### src/hw/dma_channel_defs.vh
// Constants for the single DMA channel: register map, fields, encodings
`ifndef DMA_CHANNEL_DEFS_VH
`define DMA_CHANNEL_DEFS_VH

`define REG_SRC_PTR      8'h00
`define REG_DST_PTR      8'h04
`define REG_CTRL         8'h08
`define REG_COUNT        8'h0C
`define REG_STATUS       8'h10

`define CTRL_INT_EN      31
`define CTRL_EXT_EN      30
`define CTRL_SINGLE      29
`define CTRL_ALIGN       28
`define CTRL_BW_HI       27
`define CTRL_BW_LO       25
`define CTRL_ONE_ADDR    24
`define CTRL_ONE_DIR     23
`define CTRL_SRC_ADV     22
`define CTRL_SW_HI       21
`define CTRL_SW_LO       20
`define CTRL_DST_ADV     19
`define CTRL_DW_HI       18
`define CTRL_DW_LO       17
`define CTRL_START       16
`define CTRL_ACK_SCOPE   15
`define CTRL_RSVD_MASK   32'hFFFE_8000
`define CTRL_RESET       32'h0000_0000

`define ST_CE            6
`define ST_BES           5
`define ST_BED           4
`define ST_BUSY          1
`define ST_DONE          0

`define WIDTH_LONG       2'h0
`define WIDTH_BYTE       2'h1
`define WIDTH_WORD       2'h2
`define WIDTH_LINE       2'h3

`define BW_BLOCK_BASE    24'h00_2000

`endif

### src/hw/dma_channel_control.v
// One DMA channel: APB control registers and system bus transfer engine
`timescale 1ns/100ps
`default_nettype none
`include "dma_channel_defs.vh"

module dma_channel_control #(
    parameter CNT_W = 24
) (
    input  wire        pclk,
    input  wire        presetn,
    input  wire        pclken,
    input  wire        psel,
    input  wire        penable,
    input  wire        pwrite,
    input  wire [7:0]  paddr,
    input  wire [31:0] pwdata,
    output reg  [31:0] prdata,
    output wire        pready,
    output wire        pslverr,
    input  wire        ext_transfer_request,
    output wire        bus_request,
    output wire        sys_valid,
    output wire [31:0] sys_addr,
    output wire        sys_read,
    output wire [1:0]  sys_width,
    output wire [31:0] sys_wdata,
    input  wire [31:0] sys_rdata,
    input  wire        sys_done,
    input  wire        sys_err,
    output wire        dma_ack,
    output wire        irq
);

    localparam S_IDLE = 5'b00001;
    localparam S_RD   = 5'b00010;
    localparam S_WR   = 5'b00100;
    localparam S_SGL  = 5'b01000;
    localparam S_GAP  = 5'b10000;

    reg [4:0]       state_ff;
    reg [4:0]       nxt_state;
    reg [31:0]      ctrl_ff;
    reg             start_ff;
    reg [31:0]      src_ff;
    reg [31:0]      dst_ff;
    reg [CNT_W-1:0] count_ff;
    reg [31:0]      hold_ff;
    reg             active_ff;
    reg             ext_sel_ff;
    reg             done_ff;
    reg             ce_ff;
    reg             bes_ff;
    reg             bed_ff;

    // Bytes moved by one bus cycle of a given width code
    function [4:0] width_bytes;
        input [1:0] code;
        begin
            case (code)
                `WIDTH_BYTE: width_bytes = 5'h01;
                `WIDTH_WORD: width_bytes = 5'h02;
                `WIDTH_LINE: width_bytes = 5'h10;
                default:     width_bytes = 5'h04;
            endcase
        end
    endfunction

    wire [1:0] src_w = ctrl_ff[`CTRL_SW_HI:`CTRL_SW_LO];
    wire [1:0] dst_w = ctrl_ff[`CTRL_DW_HI:`CTRL_DW_LO];
    wire [2:0] bw    = ctrl_ff[`CTRL_BW_HI:`CTRL_BW_LO];
    wire [4:0] src_b = width_bytes(src_w);
    wire [4:0] dst_b = width_bytes(dst_w);
    wire       single_mode = ctrl_ff[`CTRL_ONE_ADDR];
    wire       steal_mode  = ctrl_ff[`CTRL_SINGLE];

    // A transfer moves the larger of the two widths
    wire [4:0] xfer_b = (src_b >= dst_b) ? src_b : dst_b;
    wire [CNT_W-1:0] xfer_cnt = {{(CNT_W-5){1'b0}}, xfer_b};

    wire align_src = ctrl_ff[`CTRL_ALIGN] & (src_b >= dst_b);
    wire align_dst = ctrl_ff[`CTRL_ALIGN] & ~align_src;
    wire src_inc   = ctrl_ff[`CTRL_SRC_ADV] | align_src;
    wire dst_inc   = ctrl_ff[`CTRL_DST_ADV] | align_dst;

    wire ext_go  = ctrl_ff[`CTRL_EXT_EN] & ext_transfer_request;
    wire req_any = start_ff | ext_go;
    wire size_bad = (count_ff & (xfer_cnt - {{(CNT_W-1){1'b0}}, 1'b1}))
                    != {CNT_W{1'b0}};
    wire cnt_zero = (count_ff == {CNT_W{1'b0}});

    wire [CNT_W-1:0] cnt_after = count_ff - xfer_cnt;
    wire [CNT_W-1:0] blk_mask  = (`BW_BLOCK_BASE << bw) - 24'h00_0001;
    wire at_block = (bw != 3'h0) &&
                    ((cnt_after & blk_mask) == {CNT_W{1'b0}});

    wire in_cycle = (state_ff == S_RD) | (state_ff == S_WR) |
                    (state_ff == S_SGL);
    wire cyc_ok   = in_cycle & sys_done & ~sys_err;
    wire cyc_err  = in_cycle & sys_done & sys_err;
    wire xfer_end = cyc_ok & ((state_ff == S_WR) | (state_ff == S_SGL));
    wire last_xfer = (count_ff == xfer_cnt);

    // Launch decision in idle: first request checks configuration
    wire launch_new = (state_ff == S_IDLE) & ~active_ff & req_any;
    wire cfg_fail   = launch_new & (size_bad | cnt_zero);
    wire launch = (state_ff == S_IDLE) &
                  ((launch_new & ~size_bad & ~cnt_zero) |
                   (active_ff & steal_mode & req_any) |
                   (active_ff & ~steal_mode));

    // APB slave: no wait states, unmapped offsets answer with an error
    wire apb_setup = psel & ~penable;
    wire apb_wr    = psel & penable & pwrite & pclken;
    wire mapped = (paddr == `REG_SRC_PTR) | (paddr == `REG_DST_PTR) |
                  (paddr == `REG_CTRL) | (paddr == `REG_COUNT) |
                  (paddr == `REG_STATUS);
    assign pready  = psel & penable;
    assign pslverr = psel & penable & ~mapped;

    wire wr_src   = apb_wr & (paddr == `REG_SRC_PTR);
    wire wr_dst   = apb_wr & (paddr == `REG_DST_PTR);
    wire wr_ctrl  = apb_wr & (paddr == `REG_CTRL);
    wire wr_count = apb_wr & (paddr == `REG_COUNT);
    // Writing one to done aborts the channel and clears all status
    wire clr_stat = apb_wr & (paddr == `REG_STATUS) & pwdata[`ST_DONE];

    always @* begin
        nxt_state = state_ff;
        case (state_ff)
            S_IDLE: begin
                if (launch) begin
                    nxt_state = single_mode ? S_SGL : S_RD;
                end
            end
            S_RD: begin
                if (cyc_err) begin
                    nxt_state = S_IDLE;
                end else if (cyc_ok) begin
                    nxt_state = S_WR;
                end
            end
            S_WR, S_SGL: begin
                if (cyc_err) begin
                    nxt_state = S_IDLE;
                end else if (xfer_end) begin
                    if (!last_xfer && !steal_mode && at_block) begin
                        nxt_state = S_GAP;
                    end else begin
                        nxt_state = S_IDLE;
                    end
                end
            end
            S_GAP: begin
                nxt_state = S_IDLE;
            end
            default: begin
                nxt_state = S_IDLE;
            end
        endcase
        if (clr_stat) begin
            nxt_state = S_IDLE;
        end
    end

    always @(posedge pclk or negedge presetn) begin
        if (!presetn) begin
            state_ff   <= S_IDLE;
            ctrl_ff    <= `CTRL_RESET;
            start_ff   <= 1'b0;
            src_ff     <= 32'h0000_0000;
            dst_ff     <= 32'h0000_0000;
            count_ff   <= {CNT_W{1'b0}};
            hold_ff    <= 32'h0000_0000;
            active_ff  <= 1'b0;
            ext_sel_ff <= 1'b0;
            done_ff    <= 1'b0;
            ce_ff      <= 1'b0;
            bes_ff     <= 1'b0;
            bed_ff     <= 1'b0;
            prdata     <= 32'h0000_0000;
        end else if (pclken) begin
            state_ff <= nxt_state;
            if (wr_ctrl) begin
                ctrl_ff <= pwdata & `CTRL_RSVD_MASK;
            end
            // Start lives one clock only and is never stored in ctrl
            start_ff <= wr_ctrl & pwdata[`CTRL_START];
            if (launch) begin
                ext_sel_ff <= ~start_ff & ext_go;
            end
            // Dual-address cycles hold the read data for the write cycle that follows
            if (cyc_ok && state_ff == S_RD) begin
                hold_ff <= sys_rdata;
            end
            if (wr_src) begin
                src_ff <= pwdata;
            end else if (xfer_end && src_inc) begin
                src_ff <= src_ff + {27'h000_0000, xfer_b};
            end
            if (wr_dst) begin
                dst_ff <= pwdata;
            end else if (xfer_end && dst_inc && !single_mode) begin
                dst_ff <= dst_ff + {27'h000_0000, xfer_b};
            end
            if (wr_count) begin
                count_ff <= pwdata[CNT_W-1:0];
            end else if (xfer_end) begin
                count_ff <= cnt_after;
            end
            // Busy spans from the first launch to the last transfer
            if (clr_stat || cyc_err || (xfer_end && last_xfer)) begin
                active_ff <= 1'b0;
            end else if (launch_new && !cfg_fail) begin
                active_ff <= 1'b1;
            end
            // Hardware set beats a simultaneous software clear
            done_ff <= (xfer_end & last_xfer) | (done_ff & ~clr_stat);
            ce_ff   <= cfg_fail | (ce_ff & ~clr_stat);
            bes_ff  <= (cyc_err & (state_ff != S_WR)) |
                       (bes_ff & ~clr_stat);
            bed_ff  <= (cyc_err & (state_ff == S_WR)) |
                       (bed_ff & ~clr_stat);
            if (apb_setup) begin
                case (paddr)
                    `REG_SRC_PTR: prdata <= src_ff;
                    `REG_DST_PTR: prdata <= dst_ff;
                    `REG_CTRL:    prdata <= ctrl_ff;
                    `REG_COUNT:   prdata <= {{(32-CNT_W){1'b0}}, count_ff};
                    `REG_STATUS: begin
                        prdata <= 32'h0000_0000;
                        prdata[`ST_CE]   <= ce_ff;
                        prdata[`ST_BES]  <= bes_ff;
                        prdata[`ST_BED]  <= bed_ff;
                        prdata[`ST_BUSY] <= active_ff;
                        prdata[`ST_DONE] <= done_ff;
                    end
                    default:      prdata <= 32'h0000_0000;
                endcase
            end
        end
    end

    // Request drops in the gap state and when busy clears; with code zero it never gaps
    assign bus_request = active_ff & (state_ff != S_GAP);
    assign sys_valid   = in_cycle;
    assign sys_addr    = (state_ff == S_WR) ? dst_ff : src_ff;
    assign sys_read    = (state_ff == S_SGL) ?
                         ctrl_ff[`CTRL_ONE_DIR] :
                         (state_ff == S_RD);
    assign sys_width   = (state_ff == S_WR) ? dst_w :
                         ((state_ff == S_SGL) ? xfer_w_code(src_w, dst_w)
                                              : src_w);
    assign sys_wdata   = hold_ff;
    // Scope one limits acknowledge to the last transfer, both cycles
    assign dma_ack = in_cycle & ext_sel_ff &
                     (~ctrl_ff[`CTRL_ACK_SCOPE] | last_xfer);
    assign irq = ctrl_ff[`CTRL_INT_EN] &
                 (done_ff | ce_ff | bes_ff | bed_ff);

    // Width code of the larger side, for single-address cycles
    function [1:0] xfer_w_code;
        input [1:0] a;
        input [1:0] b;
        begin
            xfer_w_code = (width_bytes(a) >= width_bytes(b)) ? a : b;
        end
    endfunction

endmodule
`default_nettype wire

### config.mk
export PLATFORM = sky130hd
export DESIGN_NAME = dma_channel_control
export DESIGN_NICKNAME = d
export VERILOG_FILES = /design/src/hw/dma_channel_control.v
export VERILOG_INCLUDE_DIRS = /design/src /design/src/hw
export SDC_FILE = /design/constraint.sdc
export NUM_CORES = 1
export LEC_CHECK = 0
export ABC_CLOCK_PERIOD_IN_PS = 4200
export BUFFER_PORTS_ARGS = -buffer_cell sky130_fd_sc_hd__buf_2
export CORE_MARGIN = 3
export CORE_UTILIZATION = 50
export CTS_CLUSTER_DIAMETER = 150
export CTS_CLUSTER_SIZE = 12
export DETAILED_ROUTE_END_ITERATION = 8
export PLACE_DENSITY = 0.75
export SYNTH_ARGS = -nofsm -noshare
export SYNTH_HDL_FRONTEND = slang
export SYNTH_SLANG_ARGS = --single-unit
### constraint.sdc
create_clock -name pclk -period 4.2 [get_ports pclk]
set_input_delay 0.21 -clock pclk [delete_from_list [all_inputs] [get_ports pclk]]
set_output_delay 0.21 -clock pclk [all_outputs]
set_load 0.02 [all_outputs]
# Word level (Yosys, flattened, before mapping)
# Cells that the tools add are included.
word_totals:
  word_cells: 175
  reg_bits: 180
  inputBits: 81
classes:
  n_shift: 1
  n_mux: 26
  bitwise: 74
  eq_ne: 20
  reduce_logical: 34
  n_lt_le_gt_ge: 1
  n_addsub: 5
op_table:
  columns: ["cell", "n"]
  rows:
  - ["$mux W32", 5]
  - ["$pmux W32 S5", 1]
  - ["$add A32 B5 Y32", 2]
  - ["$and A24 B24 Y24", 2]
  - ["$logic_not A24 Y1", 2]
  - ["$mux W24", 2]
  - ["$pmux W5 S3", 3]
  - ["$and A1 B1 Y1", 40]
  - ["$mux W5", 8]
  - ["$eq A24 B5 Y1", 1]
  - ["$reduce_bool A24 Y1", 1]
  - ["$shl A14 B3 Y24 const A", 1]
  - ["$sub A24 B1 Y24 const B", 1]
  - ["$sub A24 B5 Y24", 1]
  - ["$or A1 B1 Y1", 21]
  - ["$eq A8 B4 Y1 const B", 2]
  - ["$reduce_and A2 Y1", 8]
  - ["$not A1 Y1", 11]
  - ["$logic_and A1 B1 Y1", 9]
  - ["$eq A2 B2 Y1 const B", 4]
  - ["$eq A8 B3 Y1 const B", 1]
  - ["$eq A8 B5 Y1 const B", 1]
  - ["$logic_not A8 Y1", 1]
  - ["$ne A4 B4 Y1 const B", 2]
  - ["other kinds (19)", 31]

# Depth between registers and ports, before layout
depth:
  word_depth: 16
  mapped_depth: 17
  ltp_nobuf: 17

# Least setup slack after synthesis
# No wires, ideal clock.
synth_path:
  kind: "reg2reg"
  start: "reg ctrl_ff[18]"
  end: "reg state_ff[0]"
  t_required_ns: 4.109
  setup_ns: 0.091
  stages_incl_launch_ff: 16
  arrival_ns: 3.736
  path_slack_ns: 0.373
  path_cell_list: "dfrtp_1 > or2b_1 > inv_1 > ha_1 > nand2b_1 > a221oi_4 > a21oi_1 > o21bai_4 > inv_1 > ha_1 > or4b_2 > nor4_1 > nand4_1 > nor4bb_1 > nor4b_2 > a31oi_1"
synth_via:
  elab_chain_len: 15
  word_cells_on_any_way: 30
  cone_classes: "add/sub (2); order compare (1); eq/ne (5); mux (7); bitwise (8); reduce/logical (7)"
synth_lines:
  columns: ["element", "line", "text"]
  rows:
  - ["start, declared", "dma_channel_control.v:42", "reg [31:0] ctrl_ff;"]
  - ["start signal, assigned", "dma_channel_control.v:168", "ctrl_ff <= `CTRL_RESET;"]
  - ["start signal, assigned", "dma_channel_control.v:184", "ctrl_ff <= pwdata & `CTRL_RSVD_MASK;"]
  - ["$eq A2 B2 Y1 / $eq A2 B1 Y1 (equally long branches)", "dma_channel_control.v:59", "case (code)"]
  - ["$pmux W5 S3 (*)", "dma_channel_control.v:59", null]
  - ["$ge A5 B5 Y1", "dma_channel_control.v:77", "wire [4:0] xfer_b = (src_b >= dst_b) ? src_b : dst_b;"]
  - ["$mux W5 (*)", "dma_channel_control.v:77", null]
  - ["parallel branches: the longest is 11 deep, another holds $sub A24 B5 Y24", null, null]
  - ["end signal, assigned", "dma_channel_control.v:182", "state_ff <= nxt_state;"]
  - ["end, declared", "dma_channel_control.v:40", "reg [4:0] state_ff;"]
# Mark *: on every way between the ends. The select of a mux whose other input is x is not followed.
# A chain may end at the register's enable or synchronous reset.

# Final worst setup path
layout_path:
  start: "reg ctrl_ff[17]"
  end: "reg state_ff[4]"
# Same word-level chain as after synthesis.

==> run metrics <==
PD cells=between 300 and 400 nW/um^2; post-synth top area cell=dfrtp_1; non-filler instance count after layout=approximately 1600; die footprint=around 23000 sq um; Clock Skew=approximately 0.02 ns; RR Startpoint=ctrl_ff[17]$_DFFE_PN0P_; FF-to-FF setup slack=0.12 ns; nets=between 1000 and 1500; Worst slew margin=41.5%; distinct cell type count after synthesis=85; final hold viol count=0; CP Max Fanout=6; synth top area cells=dfrtp_1 (42%), mux2_2 (8.9%), nand2_1 (4.1%); number of synthesized register bits=180; syn_nets=1250; post-synthesis cell count=~1200; most frequent CP cell=a21o_1; Total GRT Usage=31.1%; worst flop-to-flop path endpoint=state_ff[4]$_DFFE_PN0P_; Post-Route Utilization=a little over three fifths; WS Path Type=reg2reg; area share of the largest cell type after synthesis=about two fifths; GP Congestion=about 0.95; setup TNS=0 ns; antenna violations before repair=0; fraction of registers with async set/reset=100%; Mapped Area=around 11000 sq um; DR vias=between 10000 and 15000; Final Cycle Share=between 90% and 100%; DR iter-0 viols=approximately 1200; Syn Area/Cell=9.24 sq um; Syn. warnings=0; Area Overhead vs Synth=21.4%; clk_lat worst skew=between 0.4 and 0.5 ns; Root Buffer=clkbuf_16; synth cell count leaders=dfrtp_1 (179), nand2_1 (118), nor2_1 (118), mux2_2 (84); Port Buffer Count=185; Lkg Pwr=6.09 nW; CTS tree=yes; critical-path cell list=buf_4 -> nand2b_4 -> ha_1 -> or2_1 -> a221oi_4 -> buf_6 -> a21o_1 -> a21o_1 -> ha_2 -> nand2_1 -> nor3_4 -> a211oi_2 -> a21o_1 -> or3_1 -> a221o_1 -> nor4b_4 -> a21bo_1; final setup vio count=0; Initial DRT Pass Iterations=8; family with the most delay on the worst path=simple AND/OR/NAND/NOR gates; FP Rows=52; met2 Use GR=around half; Pins Over Slew Limit=0; Worst Path Buf+Inv=2; Worst Hold Launch=pwdata[13]; R2R cell count=17; status=completed; Worst setup EP type=flop; Max Freq=245 MHz; max-cap violations=0; slew at the pin closest to its max-slew limit=roughly 0.88 ns; slowest cell delay on critical path=0.41 ns; top_reg_cell synth=dfrtp_1; IO Pins=around 190; met3 global-route usage=around 6.5%; Routed WL=between 30 and 40 mm; hold crit path type=in2reg; n_diodes=0; total CTS buffers=17; arrival time worst endpoint=around 4.5 ns; Post-DP HPWL=approximately 26 mm; Cells after DPL=1569; slowest stage cell on the critical path=dfrtp_1; clk buf depth=2; starting density of the core=about half; Hold Crit Endpoint=dst_ff[13]$_DFFE_PN0P_; Peak VDD IR=around 280 uV; vias in the first global route=10200; top-count cell post-synth=dfrtp_1; clk sinks=180; share of cells above drive strength 1=roughly 28%; post-route ant nets=0; worst hold stages=3; gr busiest metal=met2; Seq/Total Area, Yosys=42.2%; fin crit period=between 4 and 5 ns; largest net degree at the start of global routing=95; CTS clk-pin slew, worst paths=approximately 0.07 ns; Post-Place Worst Slack=-0.0582 ns; Worst setup SP type=flop; H-tree Lvls=4; Core ar.=just over 20000 sq um; average wire per standard cell=about 23 um; CP required=~4.6 ns; remaining routing DRC violations=0; Die Span X=between 150 and 200 um; final setup margin=between 0.1 and 0.15 ns; GRT met1 Usage=42.4%; Via-to-Cell Ratio=between 6 and 7; total grt overflow=0; first-pass GRT wire length=between 50 and 60 mm; Die Ht=152 um; Post-synth EDFFs=0
metrics by stage:
| stage | area (sq um) | total power [W] | hold WS, ns |
|---|---|---|---|
| finish | 13000 | 0.00465 | 0.0316 |
| global route | 13000 | 0.00487 | 0.0138 |
| CTS | 12900 | 0.00464 | 0.00307 |
| detailed placement | 11900 | 0.00295 | 0.339 |
| global placement | 11900 | 0.00294 | 0.329 |
| floorplan | 10700 | 0.00264 | -0.0856 |
kinds of logic after synthesis:
group,share of synthesized area (%)
mux,9.14
simple gates,17.7
compound gates,21.3
fa+ha+maj,1.62
buf+inv,3.60
xor+xnor,4.42
flops,42.2
state kept, by name (all words and copies together), names as in the netlist, 5 cells and up:
| register | count |
|---|---|
| ctrl_ff | 16 |
| src_ff | 32 |
| sys_wdata | 32 |
| state_ff | 5 |
| prdata | 32 |
| count_ff | 24 |
| dst_ff | 32 |
cell usage in the layout (no fill, tap or decap), types with 5 or more instances in the layout:
cell type | netlist | routed
a211oi_1 | 10 | 9
a21boi_0 | 9 | 9
a21o_1 | 8 | 8
a21oi_1 | 77 | 75
a222oi_1 | 32 | 32
a22oi_1 | 10 | 10
a311oi_1 | 5 | 5
a31oi_1 | 16 | 16
and2_1 | 5 | 5
and3_1 | 25 | 25
buf_2 | 10 | 184
buf_4 | 0 | 35
clkbuf_16 | 0 | 17
dfrtp_1 | 179 | 179
dlygate4sd3_1 | 0 | 31
ha_1 | 13 | 12
inv_1 | 23 | 23
inv_8 | 0 | 5
mux2_2 | 84 | 84
nand2_1 | 118 | 116
nand3_1 | 29 | 29
nor2_1 | 118 | 117
nor3_1 | 40 | 39
nor4_1 | 6 | 5
o211ai_1 | 17 | 17
o21a_1 | 5 | 5
o21ai_0 | 77 | 77
o221a_2 | 5 | 5
o22ai_1 | 6 | 6
o31ai_1 | 7 | 7
or2_2 | 6 | 6
or3_1 | 13 | 13
xnor2_1 | 30 | 30
xor2_1 | 22 | 22
worst max path at each step:
stage | slack, ns | start | cells after the start | to
after detailed placement | -0.06 | ctrl_ff[17]$_DFFE_PN0P_ | 15 | state_ff[0]$_DFFE_PN1P_
after CTS | 0.17 | ctrl_ff[17]$_DFFE_PN0P_ | 15 | state_ff[0]$_DFFE_PN1P_
after global placement | 0.12 | ctrl_ff[17]$_DFFE_PN0P_ | 15 | state_ff[0]$_DFFE_PN1P_
after global routing | -0.02 | ctrl_ff[17]$_DFFE_PN0P_ | 17 | state_ff[0]$_DFFE_PN1P_
after floorplan | 0.37 | ctrl_ff[18]$_DFFE_PN0P_ | 15 | state_ff[0]$_DFFE_PN1P_
final | 0.12 | ctrl_ff[17]$_DFFE_PN0P_ | 17 | state_ff[4]$_DFFE_PN0P_
area by class of cell:
cell class                      instances  area [sq um]
Timing Repair Buffer                  253          1540
Multi-Input combinational cell        879          5870
Fill cell                            1694          7670
Inverter                               23          86.3
Tap cell                              270           338
Clock inverter                         15           195
Clock buffer                           17           425
Sequential cell                       180          4510
power breakdown:
group	total (W)	switching (W)	internal [W]
combinational	0.000886	0.000506	0.000381
clock	0.00167	0.000850	0.000825
sequential	0.00209	0.000230	0.00186
what timing repair did:
item | in CTS | in global routing
setup endpoints to repair | 2 | 26
resized for setup | 1 | 14
buffers inserted | 2 | 3
endpoints found under the hold margin | 115 | 0
pin swaps | 0 | 5
hold buffers | 31 | 0
tightest hold or removal path, stage by stage:
cell and delay, ns:
buf_2 0.11, nand2_1 0.05, o311ai_1 0.06
layer usage:
metal	part of all wire (%)	vias to the layer above	wire length, um
met2	46	552	17000
li1	-	4666	-
met4	3.3	0	1210
met1	42	5036	15400
met3	9.1	90	3360
met5	0	-	0
(Power assumes the default switching activity.)
